<file path="src/ccr_pkg.sv">
// Purpose: Shared constants and types of the converter configuration bank
// Assumes: 24-bit serial command, 8-bit offset then 16-bit data, MSB first
// Notes:   Offsets, field positions, cfg_o reset values and counts live here; decode output resets are literals except branches_o
package ccr_pkg;

  // Serial command layout
  localparam int unsigned FRAME_BITS = 24;
  localparam int unsigned ADDR_MSB   = 23;
  localparam int unsigned ADDR_LSB   = 16;

  // Register offsets
  localparam logic [7:0] OFS_SOFTWARE_RESET = 8'h00;
  localparam logic [7:0] OFS_MODE_CLKDIV    = 8'h31;
  localparam logic [7:0] OFS_ROUTE_12       = 8'h3A;
  localparam logic [7:0] OFS_ROUTE_34       = 8'h3B;
  localparam logic [7:0] OFS_OUT_TIMING     = 8'h53;
  localparam logic [7:0] OFS_FS_TRIM        = 8'h55;
  localparam logic [7:0] OFS_WAKEUP_DELAY   = 8'h56;

  // Field positions
  localparam int unsigned SWRST_BIT   = 0;
  localparam int unsigned CHAN_LSB    = 0;
  localparam int unsigned CLKDIV_LSB  = 8;
  localparam int unsigned ROUTE_LO    = 0;
  localparam int unsigned ROUTE_HI    = 8;
  localparam int unsigned LOWCLK_BIT  = 3;
  localparam int unsigned ADVANCE_BIT = 4;
  localparam int unsigned DELAY_BIT   = 5;
  localparam int unsigned TRIM_LSB    = 0;
  localparam int unsigned WAKE_LSB    = 0;

  // Channel-count codes
  localparam logic [2:0] CHAN_ONE  = 3'h1;
  localparam logic [2:0] CHAN_TWO  = 3'h2;
  localparam logic [2:0] CHAN_FOUR = 3'h4;

  // Routing codes, lowest bit always zero
  localparam logic [4:0] ROUTE_IN1 = 5'h02;
  localparam logic [4:0] ROUTE_IN2 = 5'h04;
  localparam logic [4:0] ROUTE_IN3 = 5'h08;
  localparam logic [4:0] ROUTE_IN4 = 5'h10;

  // Reset values
  localparam logic [1:0] CLKDIV_RST = 2'h0;
  localparam logic [5:0] TRIM_RST   = 6'h00;
  localparam logic [2:0] WAKE_RST   = 3'h0;

  // Interleaved branches per channel
  localparam logic [3:0] BRANCH_FOUR_CH = 4'h2;
  localparam logic [3:0] BRANCH_TWO_CH  = 4'h4;
  localparam logic [3:0] BRANCH_ONE_CH  = 4'h8;

  // Wake-up delay, sample clocks, in four-channel mode
  localparam logic [13:0] WAKE_CYC_100 = 14'h0C00;
  localparam logic [13:0] WAKE_CYC_000 = 14'h07C0;
  localparam logic [13:0] WAKE_CYC_001 = 14'h0500;
  localparam logic [13:0] WAKE_CYC_101 = 14'h0348;
  localparam logic [13:0] WAKE_CYC_011 = 14'h0208;

  typedef struct packed {
    logic [2:0] chan_num;
    logic [1:0] clk_div;
    logic [4:0] core_one_input_route;
    logic [4:0] core_two_input_route;
    logic [4:0] core_three_input_route;
    logic [4:0] core_four_input_route;
    logic       low_clk;
    logic       out_advance;
    logic       out_delay;
    logic [5:0] full_scale_trim_code;
    logic [2:0] wake_sel;
  } ccr_cfg_t;

  localparam ccr_cfg_t CFG_RST = '{
    chan_num:               CHAN_FOUR,
    clk_div:                CLKDIV_RST,
    core_one_input_route:   ROUTE_IN1,
    core_two_input_route:   ROUTE_IN2,
    core_three_input_route: ROUTE_IN3,
    core_four_input_route:  ROUTE_IN4,
    low_clk:                1'b0,
    out_advance:            1'b0,
    out_delay:              1'b0,
    full_scale_trim_code:   TRIM_RST,
    wake_sel:               WAKE_RST
  };

  typedef enum logic [2:0] {
    SER_IDLE   = 3'b001,
    SER_SHIFT  = 3'b010,
    SER_COMMIT = 3'b100
  } ccr_ser_state_t;

endpackage

</file>
<file path="src/ccr_bank.sv">
// Purpose: Configuration register bank written over the serial control port
// Assumes: Serial pins sampled as synchronous inputs of clk_i
// Notes:   Write-only port; the configuration is visible on cfg_o
`timescale 1ns/1ps
`default_nettype none

// Summary of operation
// - Writing one to offset 0x00 bit 0 restores all defaults, bit self-clears.
// - Writes are accepted and stored even while powered down.
// - Offset 0x31 bits 2:0 pick one, two or four channels; four default.
// - Branches per channel: two in four-channel, four in two, eight in one.
// - Two-channel: cores 1,2 form channel 1, cores 3,4 channel 2.
// - Offset 0x31 bits 9:8 divide the input clock by 1, 2, 4 or 8.
// - Route fields: 0x3A bits 4:0 and 12:8, 0x3B bits 4:0 and 12:8.
// - Route codes one-hot in bits 4:1 select inputs one to four.
// - Route changes apply at end of command, no power cycle needed.
// - Offset 0x55 bits 5:0 hold the monotonic full-scale trim code.
// - Offset 0x53 bit 4 brings the frame output one clock earlier when bit 5 is clear.
// - Offset 0x53 bit 5 brings the frame output one clock later when bit 4 is clear.
// - Offset 0x53 bit 3 flags a low input clock frequency.
// - Offset 0x56 bits 2:0 choose the wake-up delay in sample clocks.
module ccr_bank (
  // Clock and reset
  input  wire logic              clk_i,
  input  wire logic              rst_b_i,
  // Serial control port
  input  wire logic              ser_clk_i,
  input  wire logic              ser_data_i,
  input  wire logic              ser_sel_b_i,
  // Power-down level
  input  wire logic              power_down_i,
  // Configuration and derived controls
  output var  ccr_pkg::ccr_cfg_t cfg_o,
  output logic                   sample_en_o,
  output logic                   frame_o,
  output logic [3:0]             branches_o,
  output logic [7:0]             core_channel_o,
  output logic [7:0]             core_input_sel_o,
  output logic                   ready_o,
  output logic                   reconfig_pending_o
);
  import ccr_pkg::*;

  ccr_ser_state_t  state;
  logic            sclk_q;
  logic [23:0]     shift;
  logic [4:0]      bit_cnt;
  logic [2:0]      div_cnt;
  logic [2:0]      div_max;
  logic            tick;
  logic [1:0]      tick_q;
  logic [13:0]     wake_cnt;
  logic [7:0]      cmd_addr;
  logic [15:0]     cmd_data;
  logic            commit;

  assign cmd_addr = shift[ADDR_MSB:ADDR_LSB];
  assign cmd_data = shift[15:0];
  assign commit   = (state == SER_COMMIT);

  function automatic logic [1:0] route_index(input logic [4:0] code, input logic [1:0] hold);
    unique case (code)
      ROUTE_IN1: route_index = 2'h0;
      ROUTE_IN2: route_index = 2'h1;
      ROUTE_IN3: route_index = 2'h2;
      ROUTE_IN4: route_index = 2'h3;
      default:   route_index = hold;
    endcase
  endfunction

  function automatic logic [13:0] wake_cycles(input logic [2:0] sel, input logic [2:0] chan);
    logic [13:0] base;
    base = WAKE_CYC_100;
    unique case (sel)
      3'h0:    base = WAKE_CYC_000;
      3'h1:    base = WAKE_CYC_001;
      3'h5:    base = WAKE_CYC_101;
      3'h3:    base = WAKE_CYC_011;
      default: base = WAKE_CYC_100;
    endcase
    // Wider interleave runs the same wall time at a faster sample clock
    if (chan == CHAN_ONE)
      wake_cycles = base << 2;
    else if (chan == CHAN_TWO)
      wake_cycles = base << 1;
    else
      wake_cycles = base;
  endfunction

  // Pin sampling for edge detection
  always_ff @(posedge clk_i or negedge rst_b_i)
  begin
    if (!rst_b_i)
    begin
      sclk_q <= 1'b0;
    end
    else
    begin
      sclk_q <= ser_clk_i;
    end
  end

  // Serial command receiver; short or long frames are dropped whole
  always_ff @(posedge clk_i or negedge rst_b_i)
  begin
    if (!rst_b_i)
    begin
      state   <= SER_IDLE;
      shift   <= 24'h000000;
      bit_cnt <= 5'h00;
    end
    else
    begin
      unique case (state)
        SER_IDLE:
        begin
          bit_cnt <= 5'h00;
          if (!ser_sel_b_i)
            state <= SER_SHIFT;
        end
        SER_SHIFT:
        begin
          if (ser_clk_i && !sclk_q && !ser_sel_b_i)
          begin
            shift <= {shift[22:0], ser_data_i};
            if (bit_cnt != 5'h1F)
              bit_cnt <= bit_cnt + 5'h01;
          end
          if (ser_sel_b_i)
            state <= (bit_cnt == 5'(FRAME_BITS)) ? SER_COMMIT : SER_IDLE;
        end
        SER_COMMIT:
          state <= SER_IDLE;
      endcase
    end
  end

  // Register file
  always_ff @(posedge clk_i or negedge rst_b_i)
  begin
    if (!rst_b_i)
      cfg_o <= CFG_RST;
    else if (commit)
    begin
      unique case (cmd_addr)
        OFS_SOFTWARE_RESET:
          if (cmd_data[SWRST_BIT])
            cfg_o <= CFG_RST;
        OFS_MODE_CLKDIV:
        begin
          cfg_o.chan_num <= cmd_data[CHAN_LSB +: 3];
          cfg_o.clk_div  <= cmd_data[CLKDIV_LSB +: 2];
        end
        OFS_ROUTE_12:
        begin
          cfg_o.core_one_input_route <= {cmd_data[ROUTE_LO+1 +: 4], 1'b0};
          cfg_o.core_two_input_route <= {cmd_data[ROUTE_HI+1 +: 4], 1'b0};
        end
        OFS_ROUTE_34:
        begin
          cfg_o.core_three_input_route <= {cmd_data[ROUTE_LO+1 +: 4], 1'b0};
          cfg_o.core_four_input_route  <= {cmd_data[ROUTE_HI+1 +: 4], 1'b0};
        end
        OFS_OUT_TIMING:
        begin
          cfg_o.low_clk     <= cmd_data[LOWCLK_BIT];
          cfg_o.out_advance <= cmd_data[ADVANCE_BIT];
          cfg_o.out_delay   <= cmd_data[DELAY_BIT];
        end
        OFS_FS_TRIM:
          cfg_o.full_scale_trim_code <= cmd_data[TRIM_LSB +: 6];
        OFS_WAKEUP_DELAY:
          cfg_o.wake_sel <= cmd_data[WAKE_LSB +: 3];
        default:
          cfg_o <= cfg_o;
      endcase
    end
  end

  // Channel mode decode; an illegal multi-bit code keeps the last mode
  always_ff @(posedge clk_i or negedge rst_b_i)
  begin
    if (!rst_b_i)
    begin
      branches_o     <= BRANCH_FOUR_CH;
      core_channel_o <= 8'hE4;
    end
    else
    begin
      if (cfg_o.chan_num == CHAN_FOUR)
      begin
        branches_o     <= BRANCH_FOUR_CH;
        core_channel_o <= 8'hE4;
      end
      else if (cfg_o.chan_num == CHAN_TWO)
      begin
        branches_o     <= BRANCH_TWO_CH;
        core_channel_o <= 8'h50;
      end
      else if (cfg_o.chan_num == CHAN_ONE)
      begin
        branches_o     <= BRANCH_ONE_CH;
        core_channel_o <= 8'h00;
      end
    end
  end

  // Cross-point selection; a forbidden code keeps the previous input
  always_ff @(posedge clk_i or negedge rst_b_i)
  begin
    if (!rst_b_i)
      core_input_sel_o <= 8'hE4;
    else
    begin
      core_input_sel_o[1:0] <= route_index(cfg_o.core_one_input_route, core_input_sel_o[1:0]);
      core_input_sel_o[3:2] <= route_index(cfg_o.core_two_input_route, core_input_sel_o[3:2]);
      core_input_sel_o[5:4] <= route_index(cfg_o.core_three_input_route, core_input_sel_o[5:4]);
      core_input_sel_o[7:6] <= route_index(cfg_o.core_four_input_route, core_input_sel_o[7:6]);
    end
  end

  // Sample-rate divider
  assign div_max = 3'((4'h1 << cfg_o.clk_div) - 4'h1);
  assign tick    = (div_cnt >= div_max);

  always_ff @(posedge clk_i or negedge rst_b_i)
  begin
    if (!rst_b_i)
    begin
      div_cnt     <= 3'h0;
      sample_en_o <= 1'b0;
    end
    else
    begin
      div_cnt     <= tick ? 3'h0 : div_cnt + 3'h1;
      sample_en_o <= tick;
    end
  end

  // Frame timing: nominal two clocks after the tick, advance one, delay three
  always_ff @(posedge clk_i or negedge rst_b_i)
  begin
    if (!rst_b_i)
    begin
      tick_q  <= 2'h0;
      frame_o <= 1'b0;
    end
    else
    begin
      tick_q <= {tick_q[0], tick};
      if (cfg_o.out_advance && !cfg_o.out_delay)
        frame_o <= tick;
      else if (cfg_o.out_delay && !cfg_o.out_advance)
        frame_o <= tick_q[1];
      else
        frame_o <= tick_q[0];
    end
  end

  // Wake-up counter, counted in sample clocks after power-down release
  always_ff @(posedge clk_i or negedge rst_b_i)
  begin
    if (!rst_b_i)
    begin
      wake_cnt <= WAKE_CYC_000;
      ready_o  <= 1'b0;
    end
    else if (power_down_i)
    begin
      wake_cnt <= wake_cycles(cfg_o.wake_sel, cfg_o.chan_num);
      ready_o  <= 1'b0;
    end
    else
    begin
      if (tick && wake_cnt != 14'h0000)
        wake_cnt <= wake_cnt - 14'h0001;
      ready_o <= (wake_cnt == 14'h0000);
    end
  end

  // Settings that only take hold after a power cycle; the cycle clears it
  always_ff @(posedge clk_i or negedge rst_b_i)
  begin
    if (!rst_b_i)
      reconfig_pending_o <= 1'b0;
    else if (power_down_i)
      reconfig_pending_o <= 1'b0;
    else if (commit && (cmd_addr == OFS_MODE_CLKDIV || cmd_addr == OFS_WAKEUP_DELAY
             || cmd_addr == OFS_OUT_TIMING))
      reconfig_pending_o <= 1'b1;
  end
endmodule
`default_nettype wire

</file>
<file path="config.mk">
export PLATFORM = sky130hd
export DESIGN_NAME = ccr_bank
export DESIGN_NICKNAME = d
export VERILOG_FILES = /design/src/ccr_pkg.sv /design/src/ccr_bank.sv
export SDC_FILE = /design/constraint.sdc
export NUM_CORES = 1
export LEC_CHECK = 0
export ABC_AREA = 1
export BUFFER_PORTS_ARGS = -buffer_cell sky130_fd_sc_hd__buf_4
export CORE_ASPECT_RATIO = 0.5
export CORE_MARGIN = 1.5
export CORE_UTILIZATION = 50
export CTS_CLUSTER_DIAMETER = 100
export DETAILED_ROUTE_END_ITERATION = 8
export GPL_TIMING_DRIVEN = 0
export MAX_ROUTING_LAYER = met4
export PLACE_DENSITY = 0.83
export SYNTH_ARGS = -nofsm -noshare
export SYNTH_HDL_FRONTEND = slang
export SYNTH_SLANG_ARGS = --single-unit
</file>
<file path="constraint.sdc">
create_clock -name clk_i -period 2.3 [get_ports clk_i]
set_input_delay 0.46 -clock clk_i [delete_from_list [all_inputs] [get_ports clk_i]]
set_output_delay 0.46 -clock clk_i [all_outputs]
set_load 0.02 [all_outputs]
</file>
After elaboration in Yosys (flattened, before gate mapping)
Index checks and enable logic that the tools add are counted.

Register bits after elaboration: 113. Bits in latches: 0. Bits in writable memories: 0. Memory bits (read-only): 0. Bits of input ports: 6. Output and inout port bits: 61. Logic and storage cells: 146. Memories kept: 0.

Add/subtract/negate cells: 4. $mul: 0. Divide/modulo/power cells: 0. Order comparisons: 1. Equality and inequality tests: 38. Shift operators: 1. Multiplexer cells: 35. Bitwise operators: 0. Reductions and logical operators: 39.

Operators by type and width (count): $pmux W12 S4 (1); $mux W14 (3); $pmux W10 S2 (2); $mux W37 (1); $pmux W2 S4 (4); $eq A5 B5 Y1 const B (5); $eq A8 B6 Y1 const B (3); $eq A8 B7 Y1 const B (3); $mux W8 (3); $reduce_and A3 Y1 (7); $eq A5 B2 Y1 const B (4); $eq A5 B3 Y1 const B (4); $eq A5 B4 Y1 const B (4); $pmux W5 S2 (2); $reduce_bool A2 Y1 (9); $reduce_bool A4 Y1 (4); $logic_not A14 Y1 (1); $reduce_bool A14 Y1 (1); $sub A14 B1 Y14 const B (1); $mux W13 (1); $mux W3 (4); $mux W4 (3); $pmux W3 S2 (2); $pmux W6 S2 (1); other kinds (20) (45).

Depth between registers and ports, before layout
Depth in word-level cells: 6. Depth in mapped cells: 10.

Least setup slack after synthesis
Ideal clock, no wire load.

Path type: reg2reg. From: register cfg_o[33] (netlist bit). To: register wake_cnt[4]. Library setup time: 0.117 ns. Arrival: 1.653 ns. Data required time: 2.183 ns. Path slack: 0.531 ns. Cell stages (with the launch flop): 10. Clock period less this slack: 1.769 ns. Path through: dfrtp_1 or2_2 ha_1 nand3_1 nand3_1 nand2_4 nand2_4 buf_6 nand2_1 nand2_1.

Longest elaborated chain between the ends: 5.

Ends and longest elaborated chain: start: declaration (line ccr_bank.sv:33) `output var ccr_pkg::ccr_cfg_t cfg_o,`; start signal: assignment (line ccr_bank.sv:175) `cfg_o <= cfg_o;`; $shl A1 B2 Y3 (line ccr_bank.sv:223) `assign div_max = 3'((4'h1 << cfg_o.clk_div) - 4'h1);`; $sub A3 B1 Y3 (line ccr_bank.sv:223); $ge A3 B3 Y1 (line ccr_bank.sv:224) `assign tick = (div_cnt >= div_max);`; $logic_and A1 B1 Y1 (line ccr_bank.sv:275) `if (tick && wake_cnt != 14'h0000)`; $reduce_bool A2 Y1 (no line); end signal: assignment (line ccr_bank.sv:270) `wake_cnt <= wake_cycles(cfg_o.wake_sel, cfg_o.chan_num);`; end signal: assignment (line ccr_bank.sv:276) `wake_cnt <= wake_cnt - 14'h0001;`; end: declaration (line ccr_bank.sv:52) `logic [13:0] wake_cnt;`.

No other way between the ends. A chain may end at the register's enable or synchronous reset.

Worst setup path after layout
From: register cfg_o[33] (netlist bit). To: register wake_cnt[12].

Longest elaborated chain between the ends: 5.

Ends and longest elaborated chain: $shl A1 B2 Y3 (line ccr_bank.sv:223); $sub A3 B1 Y3 (line ccr_bank.sv:223); $ge A3 B3 Y1 (line ccr_bank.sv:224); named net tick (line ccr_bank.sv:50) `logic tick;`; $logic_and A1 B1 Y1 (line ccr_bank.sv:275); $reduce_bool A2 Y1 (no line).

The timed path passes the listed nets, and every way through them passes these cells.

==> results_dict.tcl <==
set metrics [dict create \
    status "finished clean" \
    clock_power_share_pct 31.5 \
    synth-seq-area-share_pct 49.5 \
    io_pins 67 \
    cts_hold_buf 0 \
    grt_max_degree 101 \
    hpwl_mm 8.10 \
    grt_pass1_vias 3948 \
    synthDistinctLibCells 40 \
    fmax_mhz 550 \
    hp-class "in -> async" \
    totalWireLength_mm 11.4 \
    tritoncts.num_buffers 9 \
    fin_util_pct 62.1 \
    multiInputGateArea_um2 2220 \
    grt_setup_unrepaired "no" \
    max_cap_violations 0 \
    routed_via_density 5.21 \
    place_congestion 0.877 \
    cts_num_sinks 100 \
    clk_pin_slew_ps 70 \
    num_rows 25 \
    cp_data_required_time_ps 2540 \
    crit_type "reg -> reg" \
    combPwrFrac_pct 20.2 \
    worstReg2RegStart "cfg_o[33]$_DFFE_PN0P_" \
    post-route-period-util_pct 79.0 \
    drive_above_1_share_pct 21.4 \
    drt-initial-drc-count 286 \
    power_leakage_nw 3.06 \
    initial_core_util_pct 52.7 \
    slew-limit-headroom_pct 39.4 \
    setup_tns_ps 0 \
    grt_pass1_wl_mm 18.9 \
    p_seq_share_pct 48.3 \
    p_switching_mw 1.53 \
    ir_drop_mv 0.363 \
    overflow 0 \
    powerDensity_nw_per_um2 760 \
    fin_crit_ps 1820 \
    coreArea_um2 9670 \
    p_int_mw 3.03 \
    cts_resized 0 \
    worst_pin_slew_ps 909 \
    grt_use_total_pct 22.9 \
    drc 0 \
    switching_share_pct 33.5 \
    fillCellCount 795 \
    vias 4398 \
    syn2layout_area_growth_pct 17.8 \
    syn_avg_cell_area_um2 8.10 \
    post_drt_wl_per_cell_um 13.6 \
    root_buffer "clkbuf_16" \
    worstSetupStartpointType "flip-flop" \
    ys_ff_latch 100 \
    dieArea_um2 10800 \
    h-tree-depth 3 \
    fp.dieH_um 74.4 \
    clock_latency_ps 350 \
    first_pass_iters 5 \
    die_w_um 146 \
    final_hold_viol_count 0 \
    netlist_instances 629 \
    port_buffers 57 \
    crit_arrival_ps 2050 \
    finalMaxSlewViolations 0 \
    final_antenna_net_count 0 \
    cts_tree "yes" \
    clock_skew_ps 6.18 \
    antenna_found_initial 0 \
    postCtsSetupBuffers 0 \
    clockBufferDepth 2 \
    crit_start "cfg_o[33]$_DFFE_PN0P_" \
    setup_violations 0 \
    n_antenna_cell 0 \
    cp_max_fo 10 \
    netlist_area_um2 5100 \
    seq_area_um2 2520 \
    critPathCaptureType "flip-flop" \
    nets 718 \
    ys_warn_count 0 \
]
[placed cells by master, fill, tap and decap left out, types with 2 or more instances in the layout]
| cell | n |
|---|---|
| inv_6 | 2 |
| buf_4 | 71 |
| or2_2 | 4 |
| buf_2 | 4 |
| nor2_2 | 8 |
| xnor2_1 | 5 |
| inv_1 | 53 |
| o21ai_1 | 21 |
| nor2_1 | 52 |
| o21ai_0 | 33 |
| dfstp_2 | 17 |
| buf_6 | 2 |
| conb_1 | 8 |
| nand4_1 | 12 |
| clkbuf_16 | 9 |
| nand2_1 | 202 |
| nand3_1 | 52 |
| nand2_2 | 6 |
| clkbuf_1 | 4 |
| nor2_4 | 2 |
| nor3b_1 | 2 |
| inv_2 | 7 |
| nand3_4 | 2 |
| ha_1 | 8 |
| a21oi_1 | 6 |
| dfrtp_1 | 83 |
| nand3b_1 | 3 |
| o31ai_1 | 6 |
| nand2_4 | 3 |
| nand3_2 | 6 |
| o21ai_2 | 2 |
[state kept, by name (all words and copies together) (netlist names)]
register	cells
shift	24
state	3
frame_o	1
ready_o	1
branches_o	3
cfg_o	33
wake_cnt	14
core_input_sel_o	8
sclk_q	1
bit_cnt	5
core_channel_o	1
div_cnt	3
tick_q	2
reconfig_pending_o	1
[worst max-delay path, cell delays in order, from the launching register on]
cell and delay (ps):
dfrtp_1 420, or2_2 310, ha_1 270, nand3_1 60
nand3_1 140, buf_2 240, nand4_1 110, nand3_1 90
nand2_1 50
[cell type report]
class | instances | share of cell area (%)
Timing Repair Buffer | 57 | 7.19
Clock inverter | 4 | 0.521
Buffer | 22 | 2.52
Tap cell | 135 | 2.81
Clock buffer | 12 | 4.11
Inverter | 61 | 3.86
Sequential cell | 100 | 42.1
Multi-Input combinational cell | 453 | 36.9
[synthesized netlist by cell type (all sizes together)]
| master | number | share of area, % |
|---|---|---|
| nand2 | 211 | 16 |
| dfrtp | 83 | 41 |
| nor2 | 62 | 5.3 |
| inv | 61 | 4.5 |
| nand3 | 60 | 7.0 |
| o21ai | 56 | 5.6 |
| buf | 20 | 2.8 |
| dfstp | 17 | 8.8 |
| nand4 | 13 | 1.7 |
| ha | 8 | 2.0 |
| a21oi | 6 | 0.59 |
| o31ai | 6 | 0.88 |
| xnor2 | 5 | 0.86 |
| or2 | 4 | 0.49 |
| nand3b | 3 | 0.44 |
| nor3 | 3 | 0.61 |
| clkbuf | 2 | 0.15 |
| nor3b | 2 | 0.29 |
| and2 | 1 | 0.12 |
| conb | 1 | 0.074 |
| o211ai | 1 | 0.15 |
| o21bai | 1 | 0.15 |
| o22ai | 1 | 0.12 |
| o32ai | 1 | 0.17 |
| xor2 | 1 | 0.17 |
[through the flow]
stage,hold slack (ps),instances,worst slack [ps],area [um^2],power [mW]
floorplan,164,636,531,5120,2.86
global placement,393,828,522,5720,3.09
detailed placement,407,828,489,5720,3.13
CTS,208,844,476,6000,4.57
global route,210,844,337,6000,4.79
finish,182,844,483,6000,4.56
[routing by layer]
metal,GRT usage [%],up-vias,wire (um)
li1,-,2158,-
met1,28.3,2094,4950
met5,-,-,0
met2,38.2,126,5700
met4,8.28,0,162
met3,4.42,20,636
[logic make-up after synthesis]
logic type	Yosys count	share of synthesized area [%]
adder cells (fa/ha/maj)	8	1.96
buffers and inverters	83	7.51
other	1	0.0736
AND/OR/NAND/NOR	359	32.2
AO/OA/AOI/OAI	72	7.71
flip-flops	100	49.5
XOR/XNOR	6	1.03
[power by group through the flow]
stage	combinational [mW]	sequential (mW)	clock, mW
after floorplan	0.693	2.17	0
after global placement	0.869	2.22	0
after detailed placement	0.905	2.22	0
after CTS	0.918	2.20	1.46
after global routing	1.03	2.23	1.53
final	0.922	2.20	1.44
[path summary, 6_finish.rpt]
check | to | slack [ps] | cells past startpoint
min | cfg_o[13]$_DFFE_PN0P_ | 180 | 1
max in group asynchronous | shift[19]$_DFFE_PN0P_ | 1480 | 1
min in group clk_i | sclk_q$_DFF_PN0_ | 220 | 1
max reg2reg | wake_cnt[12]$_DFFE_PN0P_ | 480 | 8
min reg2reg | tick_q[1]$_DFF_PN0_ | 420 | 0
max | wake_cnt[12]$_DFFE_PN0P_ | 480 | 8
No activity file was read; power rests on OpenSTA's default activity.
